`config.mk`:
```
export PLATFORM = sky130hd
export DESIGN_NAME = slave_port
export DESIGN_NICKNAME = d
export VERILOG_FILES = /design/src/common/slave_port_pkg.sv /design/src/design/slave_port.sv
export SDC_FILE = /design/constraint.sdc
export NUM_CORES = 1
export LEC_CHECK = 0
export BUFFER_PORTS_ARGS = -buffer_cell sky130_fd_sc_hd__buf_2
export CORE_UTILIZATION = 52
export CTS_CLUSTER_SIZE = 25
export DETAILED_ROUTE_END_ITERATION = 10
export PLACE_DENSITY = 0.75
export SETUP_SLACK_MARGIN = 0.5
export SLEW_MARGIN = 40
export SYNTH_ARGS = -nofsm -noshare
export SYNTH_HDL_FRONTEND = slang
export SYNTH_SLANG_ARGS = --single-unit
```
`constraint.sdc`:
```
create_clock -name i_clk -period 2.95 [get_ports i_clk]
set_clock_uncertainty 0.15 [all_clocks]
set_input_delay 0.295 -clock i_clk [delete_from_list [all_inputs] [get_ports i_clk]]
set_output_delay 0.295 -clock i_clk [all_outputs]
set_load 0.03 [all_outputs]
```
`src/common/slave_port_pkg.sv`:
```
// What this block does
// - begin_event_count routes event pin, keeps count
// - event pin sampled per cycle, high-then-low counts
// - interval timing counts machine cycles divided by 32
// - event pin stays testable; reset makes it test
// - halt_timer_counter stops counting, pin test-only
// - jump_if_test samples chosen pin, chosen polarity
// - host_in_full calls 3, overflow calls 7
// - host write raises request; only entry clears
// - finish instruction, push pc and psw, vector
// - return_restore restores pc, psw; re-enables later
// - service latency between four and seven cycles
// - single level; requests latched during service
// - host_in_full wins; timer request stays pending
// - host irq pins show out full and in not full, latch gated
// - dma pins: request on software one, ack selects
// - reset clears pc, sp, bank, irqs, flags; stops timer
// - two 8-bit buffers, host strobes, asynchronous
// - full flags set by writer, cleared by reader
// - write latches reg_select; flag ops; status nibble
// - reset clears whole host status register
// - status read on reg_select high, else buffer
// - counter wraps at maximum; reset never clears it
// - wrap sets overflow flag and timer request
package slave_port_pkg;
  // clock and machine cycle timing
  localparam int CLK_NS = 40;
  localparam int MACHINE_CYCLE_NS = 2500;
  localparam int MC_CLKS = MACHINE_CYCLE_NS / CLK_NS;
  localparam int PRESCALE = 32;
  localparam int TIMER_TICK_NS = 80000;
  // interrupt vectors
  localparam logic [11:0] VEC_HOST_IN = 12'h003;
  localparam logic [11:0] VEC_TIMER = 12'h007;
  // status bit positions
  localparam int ST_OUT_FULL = 0;
  localparam int ST_IN_FULL = 1;
  localparam int ST_USER_FLAG = 2;
  localparam int ST_CMD_FLAG = 3;
  localparam int ST_USER_LO = 4;
  // port 2 special bit positions
  localparam int P2_OUT_IRQ = 4;
  localparam int P2_IN_IRQ = 5;
  localparam int P2_DMA_REQ = 6;
  localparam int P2_DMA_ACK = 7;
  // reset values
  localparam logic [7:0] STATUS_RST = 8'h00;
  localparam logic [7:0] PORT_RST = 8'hff;
  // internal operations issued by the core
  typedef enum logic [4:0] {
    OP_NONE, OP_BEGIN_EVENT_COUNT, OP_START_TIMER, OP_STOP, OP_LOAD_COUNTER,
    OP_JUMP_TEST, OP_JUMP_TFLAG, OP_EN_IN_IRQ, OP_DIS_IN_IRQ,
    OP_EN_TMR_IRQ, OP_DIS_TMR_IRQ, OP_RETURN_RESTORE, OP_READ_IN,
    OP_WRITE_OUT, OP_CLR_USER_FLAG, OP_CPL_USER_FLAG, OP_CLR_CMD_FLAG,
    OP_CPL_CMD_FLAG,
    OP_LOAD_STATUS, OP_EN_FLAGS, OP_EN_DMA, OP_WRITE_P2
  } op_type;
  // counter source
  typedef enum logic [1:0] {CNT_STOP, CNT_EVENT, CNT_TIMER} cnt_mode_type;
endpackage

```
`src/design/slave_port.sv`:
```
`timescale 1ns/100ps
module slave_port #(
  parameter int STACK_DEPTH = 8
) (
  // clock and reset
  input wire logic i_clk,
  input wire logic i_nrst,
  // host bus pins
  input wire logic i_cs_n,
  input wire logic i_rd_n,
  input wire logic i_wr_n,
  input wire logic i_reg_select,
  input wire logic [7:0] i_data,
  output logic [7:0] o_data,
  output logic o_data_oe,
  // test pins
  input wire logic i_test_pin_a,
  input wire logic i_event_pin_b,
  // port 2 pins
  input wire logic [7:0] i_port2,
  output logic [7:0] o_port2,
  // core operation port
  input wire slave_port_pkg::op_type i_op,
  input wire logic [1:0] i_op_arg,
  input wire logic [7:0] i_acc,
  output logic o_op_ready,
  output logic o_branch,
  output logic [7:0] o_counter,
  // host_in data toward the core
  output logic [7:0] o_in_data,
  output logic o_in_valid,
  input wire logic i_in_ready,
  // interrupt sequencing with the core
  input wire logic i_instr_end,
  input wire logic [11:0] i_pc,
  input wire logic [3:0] i_psw_hi,
  output logic o_vector_call,
  output logic [11:0] o_vector,
  output logic o_restore,
  output logic [11:0] o_ret_pc,
  output logic [3:0] o_ret_psw,
  output logic [7:0] o_status
);
  import slave_port_pkg::*;

  localparam int SPW = $clog2(STACK_DEPTH);

  generate
    if (STACK_DEPTH < 2 || (STACK_DEPTH & (STACK_DEPTH - 1)) != 0)
    begin : g_bad_depth
      $error("stack depth must be a power of two, at least 2");
    end
  endgenerate

  // two-flop synchronisers; first stage read by second only
  logic [14:0] pin_s1_reg;
  logic [14:0] pin_s2_reg;
  always_ff @(posedge i_clk or negedge i_nrst)
  begin
    if (!i_nrst)
    begin
      pin_s1_reg <= 15'h7fff;
      pin_s2_reg <= 15'h7fff;
    end
    else
    begin
      pin_s1_reg <= {i_port2[P2_DMA_ACK], i_test_pin_a, i_event_pin_b,
                     i_reg_select, i_cs_n, i_rd_n, i_wr_n, i_data};
      pin_s2_reg <= pin_s1_reg;
    end
  end
  // synchronised views
  logic [7:0] data_s;
  logic wr_n_s, rd_n_s, cs_n_s, a0_s, pin_b_s, pin_a_s, dack_n_s;
  assign {dack_n_s, pin_a_s, pin_b_s, a0_s, cs_n_s, rd_n_s, wr_n_s,
          data_s} = pin_s2_reg;

  // mode, enable and flag state
  cnt_mode_type cnt_mode_reg;  // counter source
  logic flags_en_reg;  // host irq pins allocated
  logic dma_en_reg;  // dma pins allocated
  logic in_irq_en_reg, tmr_irq_en_reg, in_service_reg;
  logic in_req_reg, tmr_req_reg, tflag_reg;
  logic out_full_reg, in_full_reg, user_flag_reg, cmd_flag_reg;
  logic [3:0] user_reg;
  logic [7:0] in_buf_reg, out_buf_reg, p2_latch_reg;

  // host strobes: dma ack also selects for writes
  logic wr_sel, rd_act, wr_act_reg, rd_act_reg, a0_l_reg;
  // ack level is gone by the time the write is taken, so keep it
  logic dack_l_reg;
  logic [7:0] data_l_reg;
  assign wr_sel = !wr_n_s && (!cs_n_s || (dma_en_reg && !dack_n_s));
  assign rd_act = !rd_n_s && !cs_n_s;
  // write taken at strobe release, data held from strobe
  logic host_wr, host_rd_data;
  assign host_wr = wr_act_reg && !wr_sel;
  assign host_rd_data = rd_act_reg && !rd_act && !a0_l_reg;
  always_ff @(posedge i_clk or negedge i_nrst)
  begin
    if (!i_nrst)
    begin
      wr_act_reg <= 1'b0;
      rd_act_reg <= 1'b0;
      a0_l_reg <= 1'b0;
      dack_l_reg <= 1'b0;
      data_l_reg <= 8'h00;
    end
    else
    begin
      wr_act_reg <= wr_sel;
      rd_act_reg <= rd_act;
      if (wr_sel || rd_act)
      begin
        a0_l_reg <= a0_s;
        dack_l_reg <= !dack_n_s;
        data_l_reg <= data_s;
      end
    end
  end

  // data bus output from flops; status or out buffer
  always_ff @(posedge i_clk or negedge i_nrst)
  begin
    if (!i_nrst)
    begin
      o_data <= 8'h00;
      o_data_oe <= 1'b0;
    end
    else
    begin
      o_data_oe <= rd_act;
      o_data <= a0_s ? o_status : out_buf_reg;
    end
  end

  // two-entry buffer of host_in bytes toward the core
  logic [7:0] fifo_b_reg;
  logic fifo_b_v_reg;
  logic take_in;
  // o_op_ready is a flop that mirrors a free second slot
  assign take_in = (i_op == OP_READ_IN) && o_op_ready;
  always_ff @(posedge i_clk or negedge i_nrst)
  begin
    if (!i_nrst)
    begin
      o_in_data <= 8'h00;
      o_in_valid <= 1'b0;
      fifo_b_reg <= 8'h00;
      fifo_b_v_reg <= 1'b0;
      o_op_ready <= 1'b1;
    end
    else
    begin
      // head drains, second slot shifts up
      if (!o_in_valid || i_in_ready)
      begin
        o_in_valid <= fifo_b_v_reg || take_in;
        o_in_data <= fifo_b_v_reg ? fifo_b_reg : in_buf_reg;
        fifo_b_v_reg <= fifo_b_v_reg && take_in;
        o_op_ready <= 1'b1;
        if (fifo_b_v_reg && take_in)
          fifo_b_reg <= in_buf_reg;
      end
      else if (take_in)
      begin
        fifo_b_v_reg <= 1'b1;
        o_op_ready <= 1'b0;  // stalls reads of host_in
        fifo_b_reg <= in_buf_reg;
      end
    end
  end

  // host data buffers and status flags; sets win over clears
  always_ff @(posedge i_clk or negedge i_nrst)
  begin
    if (!i_nrst)
    begin
      {user_reg, cmd_flag_reg, user_flag_reg, in_full_reg, out_full_reg} <=
        STATUS_RST;
      in_buf_reg <= 8'h00;
      out_buf_reg <= 8'h00;
    end
    else
    begin
      if (host_wr)
      begin
        in_buf_reg <= data_l_reg;
        cmd_flag_reg <= a0_l_reg;
      end
      else if (i_op == OP_CLR_CMD_FLAG)
        cmd_flag_reg <= 1'b0;
      else if (i_op == OP_CPL_CMD_FLAG)
        cmd_flag_reg <= !cmd_flag_reg;
      if (i_op == OP_CLR_USER_FLAG)
        user_flag_reg <= 1'b0;
      else if (i_op == OP_CPL_USER_FLAG)
        user_flag_reg <= !user_flag_reg;
      if (i_op == OP_LOAD_STATUS)
        user_reg <= i_acc[7:4];
      if (host_wr)
        in_full_reg <= 1'b1;
      else if (take_in)
        in_full_reg <= 1'b0;
      if (i_op == OP_WRITE_OUT)
      begin
        out_buf_reg <= i_acc;
        out_full_reg <= 1'b1;
      end
      else if (host_rd_data)
        out_full_reg <= 1'b0;
    end
  end
  always_ff @(posedge i_clk or negedge i_nrst)
  begin
    if (!i_nrst)
      o_status <= STATUS_RST;
    else
      o_status <= {user_reg, cmd_flag_reg, user_flag_reg, in_full_reg,
                   out_full_reg};
  end

  // machine cycle divider and timer prescaler
  logic [$clog2(MC_CLKS)-1:0] mc_cnt_reg;
  logic [4:0] pre_cnt_reg;
  logic mc_tick;
  assign mc_tick = (mc_cnt_reg == ($clog2(MC_CLKS))'(MC_CLKS - 1));
  always_ff @(posedge i_clk or negedge i_nrst)
  begin
    if (!i_nrst)
    begin
      mc_cnt_reg <= '0;
      pre_cnt_reg <= 5'h00;
    end
    else
    begin
      mc_cnt_reg <= mc_tick ? '0 : mc_cnt_reg + 1'b1;
      if (i_op == OP_START_TIMER)
        pre_cnt_reg <= 5'h00;
      else if (mc_tick)
        pre_cnt_reg <= pre_cnt_reg + 5'h01;
    end
  end

  // counter mode; event pin stays testable in every mode
  logic seen_high_reg, cnt_inc;
  assign cnt_inc = mc_tick && (
    (cnt_mode_reg == CNT_TIMER && pre_cnt_reg == 5'(PRESCALE - 1)) ||
    (cnt_mode_reg == CNT_EVENT && seen_high_reg && !pin_b_s));
  always_ff @(posedge i_clk or negedge i_nrst)
  begin
    if (!i_nrst)
    begin
      cnt_mode_reg <= CNT_STOP;
      seen_high_reg <= 1'b0;
    end
    else
    begin
      unique case (i_op)
        OP_BEGIN_EVENT_COUNT: cnt_mode_reg <= CNT_EVENT;
        OP_START_TIMER: cnt_mode_reg <= CNT_TIMER;
        OP_STOP: cnt_mode_reg <= CNT_STOP;
        default: ;
      endcase
      // one sample per machine cycle; a low after a high counts
      if (cnt_mode_reg != CNT_EVENT)
        seen_high_reg <= 1'b0;
      else if (mc_tick)
        seen_high_reg <= pin_b_s;
    end
  end

  // counter is never cleared by reset, only loaded by software
  logic [7:0] count_q;
  always_ff @(posedge i_clk)
  begin
    if (i_op == OP_LOAD_COUNTER)
      count_q <= i_acc;
    else if (cnt_inc)
      count_q <= count_q + 8'h01;
  end
  assign o_counter = count_q;

  // conditional branch sampling
  always_ff @(posedge i_clk or negedge i_nrst)
  begin
    if (!i_nrst)
      o_branch <= 1'b0;
    else if (i_op == OP_JUMP_TEST)
      o_branch <= (i_op_arg[0] ? pin_b_s : pin_a_s) == i_op_arg[1];
    else if (i_op == OP_JUMP_TFLAG)
      o_branch <= tflag_reg;
  end

  // interrupt requests, enables and acceptance
  logic accept, pick_in, wrap, return_restore_wait_reg;
  assign wrap = cnt_inc && (count_q == 8'hff);
  assign accept = i_instr_end && !in_service_reg &&
                  ((in_req_reg && in_irq_en_reg) ||
                   (tmr_req_reg && tmr_irq_en_reg));
  assign pick_in = in_req_reg && in_irq_en_reg;
  always_ff @(posedge i_clk or negedge i_nrst)
  begin
    if (!i_nrst)
    begin
      in_irq_en_reg <= 1'b0;
      tmr_irq_en_reg <= 1'b0;
      in_req_reg <= 1'b0;
      tmr_req_reg <= 1'b0;
      tflag_reg <= 1'b0;
      in_service_reg <= 1'b0;
      return_restore_wait_reg <= 1'b0;
    end
    else
    begin
      if (i_op == OP_EN_IN_IRQ)
        in_irq_en_reg <= 1'b1;
      else if (i_op == OP_DIS_IN_IRQ)
        in_irq_en_reg <= 1'b0;
      if (i_op == OP_EN_TMR_IRQ)
        tmr_irq_en_reg <= 1'b1;
      else if (i_op == OP_DIS_TMR_IRQ)
        tmr_irq_en_reg <= 1'b0;
      // request set wins; disabling never clears it
      if (host_wr)
        in_req_reg <= 1'b1;
      else if (accept && pick_in)
        in_req_reg <= 1'b0;
      if (wrap)
        tmr_req_reg <= 1'b1;
      else if (accept && !pick_in)
        tmr_req_reg <= 1'b0;
      if (wrap)
        tflag_reg <= 1'b1;
      else if (i_op == OP_JUMP_TFLAG)
        tflag_reg <= 1'b0;
      // acceptance reopens at the first machine cycle tick after return_restore
      if (i_op == OP_RETURN_RESTORE)
        return_restore_wait_reg <= 1'b1;
      else if (return_restore_wait_reg && mc_tick)
        return_restore_wait_reg <= 1'b0;
      if (accept)
        in_service_reg <= 1'b1;
      else if (return_restore_wait_reg && mc_tick)
        in_service_reg <= 1'b0;
    end
  end

  // return stack of pc and psw high nibble
  logic [15:0] stack_mem [STACK_DEPTH];
  logic [SPW-1:0] sp_reg;
  always_ff @(posedge i_clk)
  begin
    if (accept)
      stack_mem[sp_reg] <= {i_psw_hi, i_pc};
  end
  always_ff @(posedge i_clk or negedge i_nrst)
  begin
    if (!i_nrst)
    begin
      sp_reg <= '0;
      o_vector_call <= 1'b0;
      o_vector <= 12'h000;
      o_restore <= 1'b0;
      o_ret_pc <= 12'h000;
      o_ret_psw <= 4'h0; // bank 0
    end
    else
    begin
      o_vector_call <= accept;
      o_restore <= (i_op == OP_RETURN_RESTORE);
      if (accept)
      begin
        sp_reg <= sp_reg + 1'b1;
        o_vector <= pick_in ? VEC_HOST_IN : VEC_TIMER;
      end
      else if (i_op == OP_RETURN_RESTORE)
      begin
        sp_reg <= sp_reg - 1'b1;
        {o_ret_psw, o_ret_pc} <= stack_mem[sp_reg - 1'b1];
      end
    end
  end

  // port 2 latch and special pin functions
  logic drq_reg;
  always_ff @(posedge i_clk or negedge i_nrst)
  begin
    if (!i_nrst)
    begin
      flags_en_reg <= 1'b0;
      dma_en_reg <= 1'b0;
      drq_reg <= 1'b0;
      p2_latch_reg <= PORT_RST;
      o_port2 <= PORT_RST;
    end
    else
    begin
      if (i_op == OP_EN_FLAGS)
        flags_en_reg <= 1'b1;
      if (i_op == OP_EN_DMA)
        dma_en_reg <= 1'b1;
      if (i_op == OP_WRITE_P2)
        p2_latch_reg <= i_acc;
      // request on software one; cleared by enable or ack write
      if (i_op == OP_EN_DMA || (host_wr && dack_l_reg))
        drq_reg <= 1'b0;
      else if (i_op == OP_WRITE_P2 && i_acc[P2_DMA_REQ])
        drq_reg <= 1'b1;
      o_port2 <= p2_latch_reg;
      if (flags_en_reg)
      begin
        o_port2[P2_OUT_IRQ] <= p2_latch_reg[P2_OUT_IRQ] && out_full_reg;
        o_port2[P2_IN_IRQ] <= p2_latch_reg[P2_IN_IRQ] && !in_full_reg;
      end
      if (dma_en_reg)
      begin
        o_port2[P2_DMA_REQ] <= drq_reg;
        o_port2[P2_DMA_ACK] <= 1'b1;
      end
    end
  end

  // checks
  a_vector_order: assert property (@(posedge i_clk)
    disable iff (!i_nrst)
    accept && in_req_reg && in_irq_en_reg |=>
      o_vector_call && o_vector == VEC_HOST_IN)
    else $error("host_in request not serviced first");
  a_timer_vector: assert property (@(posedge i_clk)
    disable iff (!i_nrst)
    accept && !(in_req_reg && in_irq_en_reg) |=>
      o_vector == VEC_TIMER)
    else $error("timer vector wrong");
  a_req_kept: assert property (@(posedge i_clk)
    disable iff (!i_nrst)
    in_req_reg && !accept |=> in_req_reg)
    else $error("host_in request lost without entry");
  a_write_sets: assert property (@(posedge i_clk)
    disable iff (!i_nrst)
    host_wr |=> in_full_reg && in_req_reg &&
      cmd_flag_reg == $past(a0_l_reg))
    else $error("host write did not set flags");
  a_single_level: assert property (@(posedge i_clk)
    disable iff (!i_nrst)
    o_vector_call |-> !accept ##1 !o_vector_call)
    else $error("nested vector call");
  a_wrap_flag: assert property (@(posedge i_clk)
    disable iff (!i_nrst)
    wrap |=> tflag_reg && tmr_req_reg && count_q == 8'h00)
    else $error("wrap did not flag");
  a_event_count: assert property (@(posedge i_clk)
    disable iff (!i_nrst)
    cnt_mode_reg == CNT_EVENT && mc_tick && seen_high_reg && !pin_b_s &&
    i_op == OP_NONE |=> count_q == $past(count_q) + 8'h01)
    else $error("event not counted");
  a_stop_hold: assert property (@(posedge i_clk)
    disable iff (!i_nrst)
    cnt_mode_reg == CNT_STOP && i_op != OP_LOAD_COUNTER |=>
      $stable(count_q))
    else $error("counter moved while stopped");
  a_out_full: assert property (@(posedge i_clk)
    disable iff (!i_nrst)
    i_op == OP_WRITE_OUT |=> out_full_reg ##1 out_full_reg || host_rd_data
      || $past(host_rd_data))
    else $error("host_out_full not set");
  c_host_irq: cover property (@(posedge i_clk) disable iff (!i_nrst)
    host_wr ##[1:200] o_vector_call && o_vector == VEC_HOST_IN);
  c_timer_irq: cover property (@(posedge i_clk) disable iff (!i_nrst)
    wrap ##[1:200] o_vector_call && o_vector == VEC_TIMER);
  c_fifo_full: cover property (@(posedge i_clk) disable iff (!i_nrst)
    fifo_b_v_reg && o_in_valid);
endmodule

```
==> impl_results.md, run 1 <==
* CTS H-tree depth at 1
* Avg Inst Size Synth at 15.6 um^2
* Most frequent CP cell: buf_4
* Gr usage total at 20.7%
* Peak Freq at 429 MHz
* Row count at 54
* Commonest non-fill, non-tap cell in the layout: edfxtp_1
* Synthesized flop and latch total at 301
* CTS Buffer Depth at 3
* Most frequent cells in the layout: 136 x edfxtp_1, 120 x mux2_2, 116 x dfrtp_1
* Largest register FFs at 128
* Synth Instances at 745
* Fin nets at 991
* Global route overflow at 0
* Initial antenna violation count at 0
* Post-route antenna net violation count at 0
* Final Non-Filler Cells at 1227
* Routed vias/inst at 5.41
* Maxcap violations at 0
* Crit path kind: reg -> reg
* Ant. Diodes at 0
* Unique masters post-synth at 58
* Final-report setup violation count at 0
* WL/cell at 18.7 um
* Fin worst setup slack at 619 ps
* Req. time, crit path at 3200 ps
* Core box area at 21900 um^2
* Crit share post-route at 79.0%
* Placer Congestion at 0.739
* Initial Utilization at 53.1%
* Seq/Total Area, Yosys at 71.1%
* Die width at 152 um
* TritonCTS Buffers at 31
* Synth Warn # at 0
* Worst-Skew Late Latency at 540 ps
* Startpoint Class: register
* Number of synthesized flops with an enable pin at 136
* Static Leak at 5.62 nW
* Main flop type after synthesis: edfxtp_1
* Hold WC Path Type: in -> reg
* Dpl cells at 1131
* Final hold viol count at 0
* Clk root buf: clkbuf_16
* 1st-iter DRT viols at 362
* Status: completed
* I/O pin cnt at 131
* Die Span Y at 152 um
* DP Worst Slack at 460 ps
* Crit. End Element: register
* Tightest Pin Transition at 641 ps
* Largest net degree at the start of global routing at 62
* Worst VDD drop at 0.577 mV
* Synth Cell Area at 11600 um^2
* Post-CTS Setup Bufs at 0
* Port buffer count at 114
* Share of layout cells above drive strength 1 at 41.0%
* Setup TNS at 0 ps
* Area delta synth->final at 21.3%
* Max Slew Vio Count at 0
* Worst path max stage delay at 530 ps
* CP Data Arrival Time at 2580 ps
* Vias in the first global route at 6849
* CTS Sinks at 301
* Number of fill cells in the layout at 1547
* Die Area at 23000 um^2
* Vias at 6643
* Slew HR at 57.2%
* DRC Markers at 0
* RSZ-0062 raised after global routing: no
* Clock transition at the registers of the reported paths at 60 ps
* Worst path slowest cell: buf_4
* TritonCTS clock tree: done
* Post-layout util at 64.4%
* Critical Path Fanout Max at 45
* First-pass GRT wire length at 36300 um
* Total Wirelength at 23000 um
* Post-DP HPWL at 14000 um
* Minimum clock period at 2330 ps
* Power per standard cell area at 878 nW/um^2
* CP Cell Sequence: buf_4 > buf_4 > mux2_2 > o22ai_1 > o31ai_2
* First-pass detailed-route iteration total at 4
* Asr flop ratio synth at 54.8%
## worst paths after layout
path / startpoint / endpoint / slack, ps / cells after the start
max in group asynchronous: i_nrst / o_port2[7] / 1740 / 3
setup / recovery: sp_reg[0] / o_ret_pc[5] / 620 / 5
min in group asynchronous: i_nrst / o_in_data[2] / 160 / 2
hold reg to reg: pin_s1_reg[4] / pin_s2_reg[4] / 200 / 0
setup reg to reg: sp_reg[0] / o_ret_pc[5] / 620 / 5
hold / removal: i_op[0] / cnt_mode_reg[1] / 30 / 2
## Yosys cell counts, types with 10 or more instances
cell / number / area, um^2
edfxtp_1: 136 / 4080
mux2_2: 120 / 1350
dfrtp_1: 118 / 2950
nand2_1: 56 / 210
dfstp_2: 47 / 1230
o22ai_1: 32 / 200
o21ai_0: 29 / 145
nor2_1: 19 / 71.3
clkbuf_1: 18 / 67.6
o31ai_2: 13 / 163
mux2i_1: 11 / 110
a21oi_1: 10 / 50.1
buf_4: 10 / 75.1
## power breakdown
group          leakage (nW)  total [W]  internal, W  switching (W)
registers              3.15    0.00528      0.00496       0.000322
clock network         0.510    0.00395      0.00240        0.00154
logic                  1.96    0.00317      0.00123        0.00194
## critical path: cells and delay by family, from the launching register on
family	cells	cell delay, ps
AOI/OAI and AO/OA	2	300
buffers and inverters	2	980
muxes	1	390
DFF	1	360
## what timing repair did
item | in CTS | in global routing
endpoints found under the hold margin | 231 | 0
endpoints found under the setup margin | 16 | 67
hold buffers | 43 | 0
gates resized for setup | 2 | 3
## cell families after synthesis
| family | Yosys count | share of synthesized area, % |
|---|---|---|
| XOR/XNOR | 17 | 1.28 |
| buffers and inverters | 51 | 2.31 |
| adder cells (fa/ha/maj) | 8 | 0.839 |
| multiplexers | 131 | 12.6 |
| flip-flops | 301 | 71.1 |
| other | 1 | 0.0322 |
| AO/OA/AOI/OAI | 107 | 6.37 |
| AND/OR/NAND/NOR | 129 | 5.52 |
## per-layer routing
metal / part of all wire, % / track usage (%) / up-vias
met5: 0 / 0 / -
met4: 1.9 / 5.50 / 0
met3: 4.5 / 4.01 / 35
met2: 51 / 35.3 / 146
met1: 42 / 27.1 / 3377
li1: - / - / 3085
## metrics by stage
step	hold slack [ps]	total power, W	cell area (um^2)
after floorplan	-151	0.00748	11700
after global placement	162	0.00837	12600
after detailed placement	165	0.00846	12600
after CTS	7.49	0.0125	14100
after global routing	35.1	0.0129	14100
final	31.2	0.0124	14100
## cell type report
| class | count | area [um^2] | share of cell area [%] |
|---|---|---|---|
| clock buffer | 39 | 826 | 5.85 |
| clock inverter | 14 | 201 | 1.43 |
| inverter | 9 | 33.8 | 0.239 |
| multi-input combinational | 401 | 3180 | 22.6 |
| sequential | 301 | 8270 | 58.6 |
| tap | 280 | 350 | 2.48 |
| timing repair buffer | 183 | 1240 | 8.79 |
Note: power is estimated with default switching activity, not from simulation.
==> run 2, diff against run 1 <==
- CORE_UTILIZATION: 52 -> 58
- PLACE_DENSITY: 0.75 -> 0.79
- clock period: 2.95 -> 2.3 ns (I/O delays scaled with it)
==> impl_results.md, run 2 (synthesized netlist as in run 1, its figures left out) <==
* TritonCTS clock tree: done (unchanged)
* Commonest non-fill, non-tap cell in the layout: edfxtp_1 (unchanged)
* TritonCTS Buffers at 29 (was 31)
* WL/cell at 22.4 um (was 18.7 um)
* Final-report setup violation count at 0 (unchanged)
* First-pass GRT wire length at 38300 um (was 36300 um)
* Placer Congestion at 0.769 (was 0.739)
* Minimum clock period at 1900 ps (was 2330 ps)
* Gr usage total at 24.7% (was 20.7%)
* DP Worst Slack at 86.8 ps (was 460 ps)
* Most frequent cells in the layout: 136 x edfxtp_1, 117 x mux2_2, 115 x dfrtp_1 (was 136 x edfxtp_1, 120 x mux2_2, 116 x dfrtp_1)
* Global route overflow at 0 (unchanged)
* Hold WC Path Type: in -> reg (unchanged)
* CTS H-tree depth at 1 (unchanged)
* Core box area at 19600 um^2 (was 21900 um^2)
* I/O pin cnt at 131 (unchanged)
* Setup TNS at 0 ps (unchanged)
* Metal2 WL at 14700 um (was 11700 um)
* Crit path kind: reg -> reg (unchanged)
* Fin worst setup slack at 402 ps (was 619 ps)
* WL met3 at 1840 um (was 1040 um)
* Static Leak at 6.03 nW (was 5.62 nW)
* Met1 WL at 10800 um (was 9770 um)
* CP Data Arrival Time at 2180 ps (was 2580 ps)
* Crit. End Element: register (unchanged)
* Clock transition at the registers of the reported paths at 60 ps (about the same)
* Fin Hold WS at 4.08 ps (was 31.2 ps)
* Max Slew Vio Count at 0 (unchanged)
* Vias at 7368 (was 6643)
* Worst-Skew Late Latency at 540 ps (about the same)
* Die Area at 20600 um^2 (was 23000 um^2)
* Peak Freq at 527 MHz (was 429 MHz)
* Dpl cells at 1117 (was 1131)
* Total Wirelength at 28400 um (was 23000 um)
* 1st-iter DRT viols at 453 (was 362)
* First-pass detailed-route iteration total at 5 (was 4)
* Top Layer Used: met4 (unchanged)
* Die Span Y at 144 um (was 152 um)
* Clk root buf: clkbuf_16 (unchanged)
* CTS Sinks at 301 (unchanged)
* Final Non-Filler Cells at 1265 (was 1227)
* Req. time, crit path at 2580 ps (was 3200 ps)
* Row count at 51 (was 54)
* Final hold viol count at 0 (unchanged)
* Maxcap violations at 0 (unchanged)
* DRC Markers at 0 (unchanged)
* Largest register FFs at 128 (unchanged)
* Power per standard cell area at 1190 nW/um^2 (was 878 nW/um^2)
* Worst VDD drop at 0.762 mV (was 0.577 mV)
* Area delta synth->final at 31.4% (was 21.3%)
* Tightest Pin Transition at 648 ps (was 641 ps)
* Post-route antenna net violation count at 0 (unchanged)
* Critical Path Fanout Max at 8 (was 45)
* Vias in the first global route at 7290 (was 6849)
* Routed vias/inst at 5.82 (was 5.41)
* Startpoint Class: register (unchanged)
* Initial antenna violation count at 0 (unchanged)
* CTS Buffer Depth at 3 (unchanged)
* Port buffer count at 114 (unchanged)
* RSZ-0062 raised after global routing: yes (was no)
* Ant. Diodes at 0 (unchanged)
* Post-DP HPWL at 14200 um (was 14000 um)
* Crit share post-route at 82.5% (was 79.0%)
* Share of layout cells above drive strength 1 at 48.4% (was 41.0%)
* Initial Utilization at 59.4% (was 53.1%)
* Status: completed (unchanged)
* Post-layout util at 78.0% (was 64.4%)
* Fin nets at 1041 (was 991)
* Largest net degree at the start of global routing at 73 (was 62)
* Slew HR at 56.8% (was 57.2%)
* Die width at 144 um (was 152 um)
[run 2: per-stage QoR]
stage          total power (W)  cell area, um^2
6_report                0.0181            15300
5_1_grt                 0.0187            15300
4_1_cts                 0.0161            14500
3_5_place_dp            0.0110            12800
3_3_place_gp            0.0108            12800
2_1_floorplan           0.0100            11900
[run 2: where the power goes]
group / total, W / switching, W / leakage, nW / internal [W]
clock: 0.00446 / 0.00196 / 0.441 / 0.00250
combinational: 0.00680 / 0.00385 / 2.44 / 0.00294
sequential: 0.00686 / 0.000500 / 3.15 / 0.00636
[run 2: layout make-up]
class | instances | area [um^2]
inverters | 9 | 50.0
fillers | 1023 | 4310
clock buffers | 43 | 830
well taps | 265 | 332
flip-flops and latches | 301 | 8280
repair buffers | 234 | 1920
clock inverters | 11 | 63.8
multi-input cells | 402 | 3810
[run 2: layer usage]
metal	vias to the layer above	global-route usage (%)
li1	3209	-
met1	3731	30.1
met2	341	44.6
met3	87	4.17
met4	0	8.51
met5	-	0
[run 2: final timing paths]
check / from / endpoint / slack [ps] / depth (start not counted)
max: sp_reg[1] / o_ret_pc[9] / 400 / 7
min reg2reg: pin_s1_reg[10] / pin_s2_reg[10] / 200 / 0
min in group asynchronous: i_nrst / o_data[1] / 130 / 2
min: i_in_ready / o_op_ready / 4 / 4
max reg2reg: sp_reg[1] / o_ret_pc[9] / 400 / 7
max in group asynchronous: i_nrst / sp_reg[2] / 1120 / 3
[run 2: timing repair]
| item | CTS | global route |
|---|---|---|
| endpoints found under the hold margin | 248 | 0 |
| endpoints found under the setup margin | 155 | 148 |
| gates resized for setup | 28 | 85 |
| pin swaps | 9 | 26 |
| setup buffers | 18 | 16 |
| hold buffers | 49 | 0 |
| gates cloned | 3 | 8 |
[run 2: worst max-delay path, cell delays in order, from the launching register on]
cell and delay [ps]:
dfrtp_2 400, clkinvlp_4 140, ha_4 220, xnor2_4 250
buf_6 170, nand2_8 130, o22ai_1 250, o31ai_2 90
==> run 3, diff against run 2 <==
- clock period: 2.3 -> 1.86 ns (I/O delays scaled with it)
==> impl_results.md, run 3 (synthesized netlist as in run 1, its figures left out) <==
* Final hold viol count at 4 (was 0)
* Die Span Y at 144 um (unchanged)
* Row count at 51 (unchanged)
* Buf/Inv on CP at 2 (unchanged)
* R2R cell count at 7 (unchanged)
* Static Leak at 6.60 nW (was 6.03 nW)
* Crit path kind: reg -> reg (unchanged)
* WL/cell at 24.0 um (was 22.4 um)
* Fin Hold WS at -8.52 ps (was 4.08 ps)
* Max Slew Vio Count at 0 (unchanged)
* 1st-iter DRT viols at 604 (was 453)
* Vias at 7762 (was 7368)
* Area delta synth->final at 40.8% (was 31.4%)
* Largest register FFs at 128 (unchanged)
* CP Cell Sequence: inv_8 > ha_4 > xor2_4 > nand2_2 > buf_12 > o22ai_1 > o31ai_2 (was clkinvlp_4 > ha_4 > xnor2_4 > buf_6 > nand2_8 > o22ai_1 > o31ai_2)
* First-pass detailed-route iteration total at 5 (unchanged)
* RSZ-0062 raised after global routing: yes (unchanged)
* Final-report setup violation count at 2 (was 0)
* Met2 Track Usage GR at 49.7% (was 44.6%)
* Power per standard cell area at 1350 nW/um^2 (was 1190 nW/um^2)
* TritonCTS Buffers at 30 (was 29)
* CTS Buffer Depth at 3 (unchanged)
* Critical R2R Capture: o_ret_pc[7] (was o_ret_pc[9])
* Crit path from: sp_reg[0] (was sp_reg[1])
* CTS Sinks at 301 (unchanged)
* Sw Share at 32.4% (was 34.8%)
* Worst reg2reg path startpoint: sp_reg[0] (was sp_reg[1])
* CP top delay family: flip-flops (unchanged)
* Core box area at 19600 um^2 (unchanged)
* Initial Utilization at 59.4% (unchanged)
* NetSw at 0.00714 W (was 0.00631 W)
* CP Data Arrival Time at 2150 ps (was 2180 ps)
* Minimum clock period at 1870 ps (was 1900 ps)
* Fin nets at 1092 (was 1041)
* TritonCTS clock tree: done (unchanged)
* Post-route antenna net violation count at 0 (unchanged)
* Post-DP HPWL at 14900 um (was 14200 um)
* Fin worst setup slack at -9.99 ps (was 402 ps)
* Status: finished with violations (was completed)
* Commonest non-fill, non-tap cell in the layout: edfxtp_1 (unchanged)
* I/O pin cnt at 131 (unchanged)
* Worst-Skew Late Latency at 550 ps (was 540 ps)
* First-pass GRT wire length at 42000 um (was 38300 um)
* Hold WC Path Type: in -> async (was in -> reg)
* Clock transition at the registers of the reported paths at 80 ps (was 60 ps)
* Total Wirelength at 31700 um (was 28400 um)
* Global route overflow at 0 (unchanged)
* Sequential power share at 38.6% (was 37.9%)
* Setup slack, reg-to-reg at -10 ps (was 400 ps)
* Met1 GRT Util at 31.6% (was 30.1%)
* Crit. End Element: register (unchanged)
* Combinational Power Share at 34.9% (was 37.5%)
* CTS H-tree depth at 1 (unchanged)
* Die width at 144 um (unchanged)
* Pint at 0.0149 W (was 0.0118 W)
* Gr usage total at 27.1% (was 24.7%)
* Placer Congestion at 0.803 (was 0.769)
* Critical Path Fanout Max at 16 (was 8)
* GR peak layer: met2 (unchanged)
* Post-layout util at 83.6% (was 78.0%)
* Startpoint Class: register (unchanged)
* Most frequent cells in the layout: 136 x edfxtp_1, 112 x dfrtp_1, 100 x mux2_2 (was 136 x edfxtp_1, 117 x mux2_2, 115 x dfrtp_1)
* Setup TNS at -11.0 ps (was 0 ps)
* Req. time, crit path at 2140 ps (was 2580 ps)
* DRC Markers at 0 (unchanged)
* Violated checks: negative hold slack, negative setup slack
* Number of fill cells in the layout at 898 (was 1023)
* Crit share post-route at 101% (was 82.5%)
* Initial antenna violation count at 0 (unchanged)
* Largest net degree at the start of global routing at 61 (was 73)
* Vias in the first global route at 7777 (was 7290)
* Peak Freq at 535 MHz (was 527 MHz)
* Routed vias/inst at 5.89 (was 5.82)
* Clk pwr share at 26.4% (was 24.6%)
* Worst path max stage delay at 470 ps (was 400 ps)
* Worst path slowest cell: dfrtp_2 (unchanged)
* Clk root buf: clkbuf_16 (unchanged)
* Share of layout cells above drive strength 1 at 53.5% (was 48.4%)
* Worst VDD drop at 1.17 mV (was 0.762 mV)
* Maxcap violations at 0 (unchanged)
* M3 GR Usage at 4.33% (was 4.17%)
* Die Area at 20600 um^2 (unchanged)
* Port buffer count at 114 (unchanged)
-- run 3: cell types whose count changed in the layout (fill, tap and decap cells not counted), moves of 17 or more --
| cell | delta |
|---|---|
| buf_6 | +66 |
| buf_2 | -63 |
| buf_4 | +31 |
| mux2_2 | -17 |
| mux2_4 | +17 |
| o22ai_4 | -17 |
-- run 3: power groups by stage --
stage / Combinational, W / Clock (W) / Sequential, W
detailed placement: 0.00574 / 0 / 0.00848
CTS: 0.00633 / 0.00582 / 0.00839
global route: 0.00805 / 0.00619 / 0.00860
finish: 0.00770 / 0.00584 / 0.00853
floorplan: 0.00341 / 0 / 0.00908
global placement: 0.00556 / 0 / 0.00842
-- run 3: layout make-up --
type,instances,area (um^2),area share [%]
Tap cell,265,332,2.02
Antenna cell,1,2.50,0.0153
Clock buffer,46,872,5.32
Sequential cell,301,8280,50.6
Multi-Input combinational cell,402,3860,23.6
Clock inverter,10,73.8,0.451
Timing Repair Buffer,284,2910,17.8
Inverter,9,43.8,0.267
-- run 3: metrics by stage --
| step | cell area [um^2] | instances | hold WS, ps | total power (W) | setup WS, ps |
|---|---|---|---|---|---|
| 2_1_floorplan | 12100 | 753 | -260 | 0.0125 | -132 |
| 3_3_place_gp | 13300 | 1136 | -37.2 | 0.0140 | 55.0 |
| 3_5_place_dp | 13300 | 1136 | -30.4 | 0.0142 | -0.976 |
| 4_1_cts | 15400 | 1279 | -32.2 | 0.0205 | 70.5 |
| 5_1_grt | 16400 | 1317 | 10.2 | 0.0228 | -58.4 |
| 6_report | 16400 | 1318 | -8.52 | 0.0221 | -9.99 |
-- run 3: worst max path at each step --
stage	slack, ps	depth (start not counted)	endpoint
after global routing	-60	6	stack_mem[0][12]
after global placement	60	4	stack_mem[4][6]
after floorplan	-130	11	o_ret_pc[2]
final	-10	7	o_ret_pc[7]
after detailed placement	-1	4	stack_mem[4][4]
after CTS	70	6	o_counter[6]
-- run 3: layer usage --
metal	vias to the layer above	share of wire, %
met3	114	6.0
met4	0	4.6
met2	397	54
met5	-	0
li1	3304	-
met1	3947	35
-- run 3: timing repair --
item,CTS,global route
pin swaps,18,29
resized for setup,75,220
gates cloned,4,5
hold endpoints to repair,322,0
buffers inserted,35,33
hold buffers,48,0
setup endpoints to repair,273,298
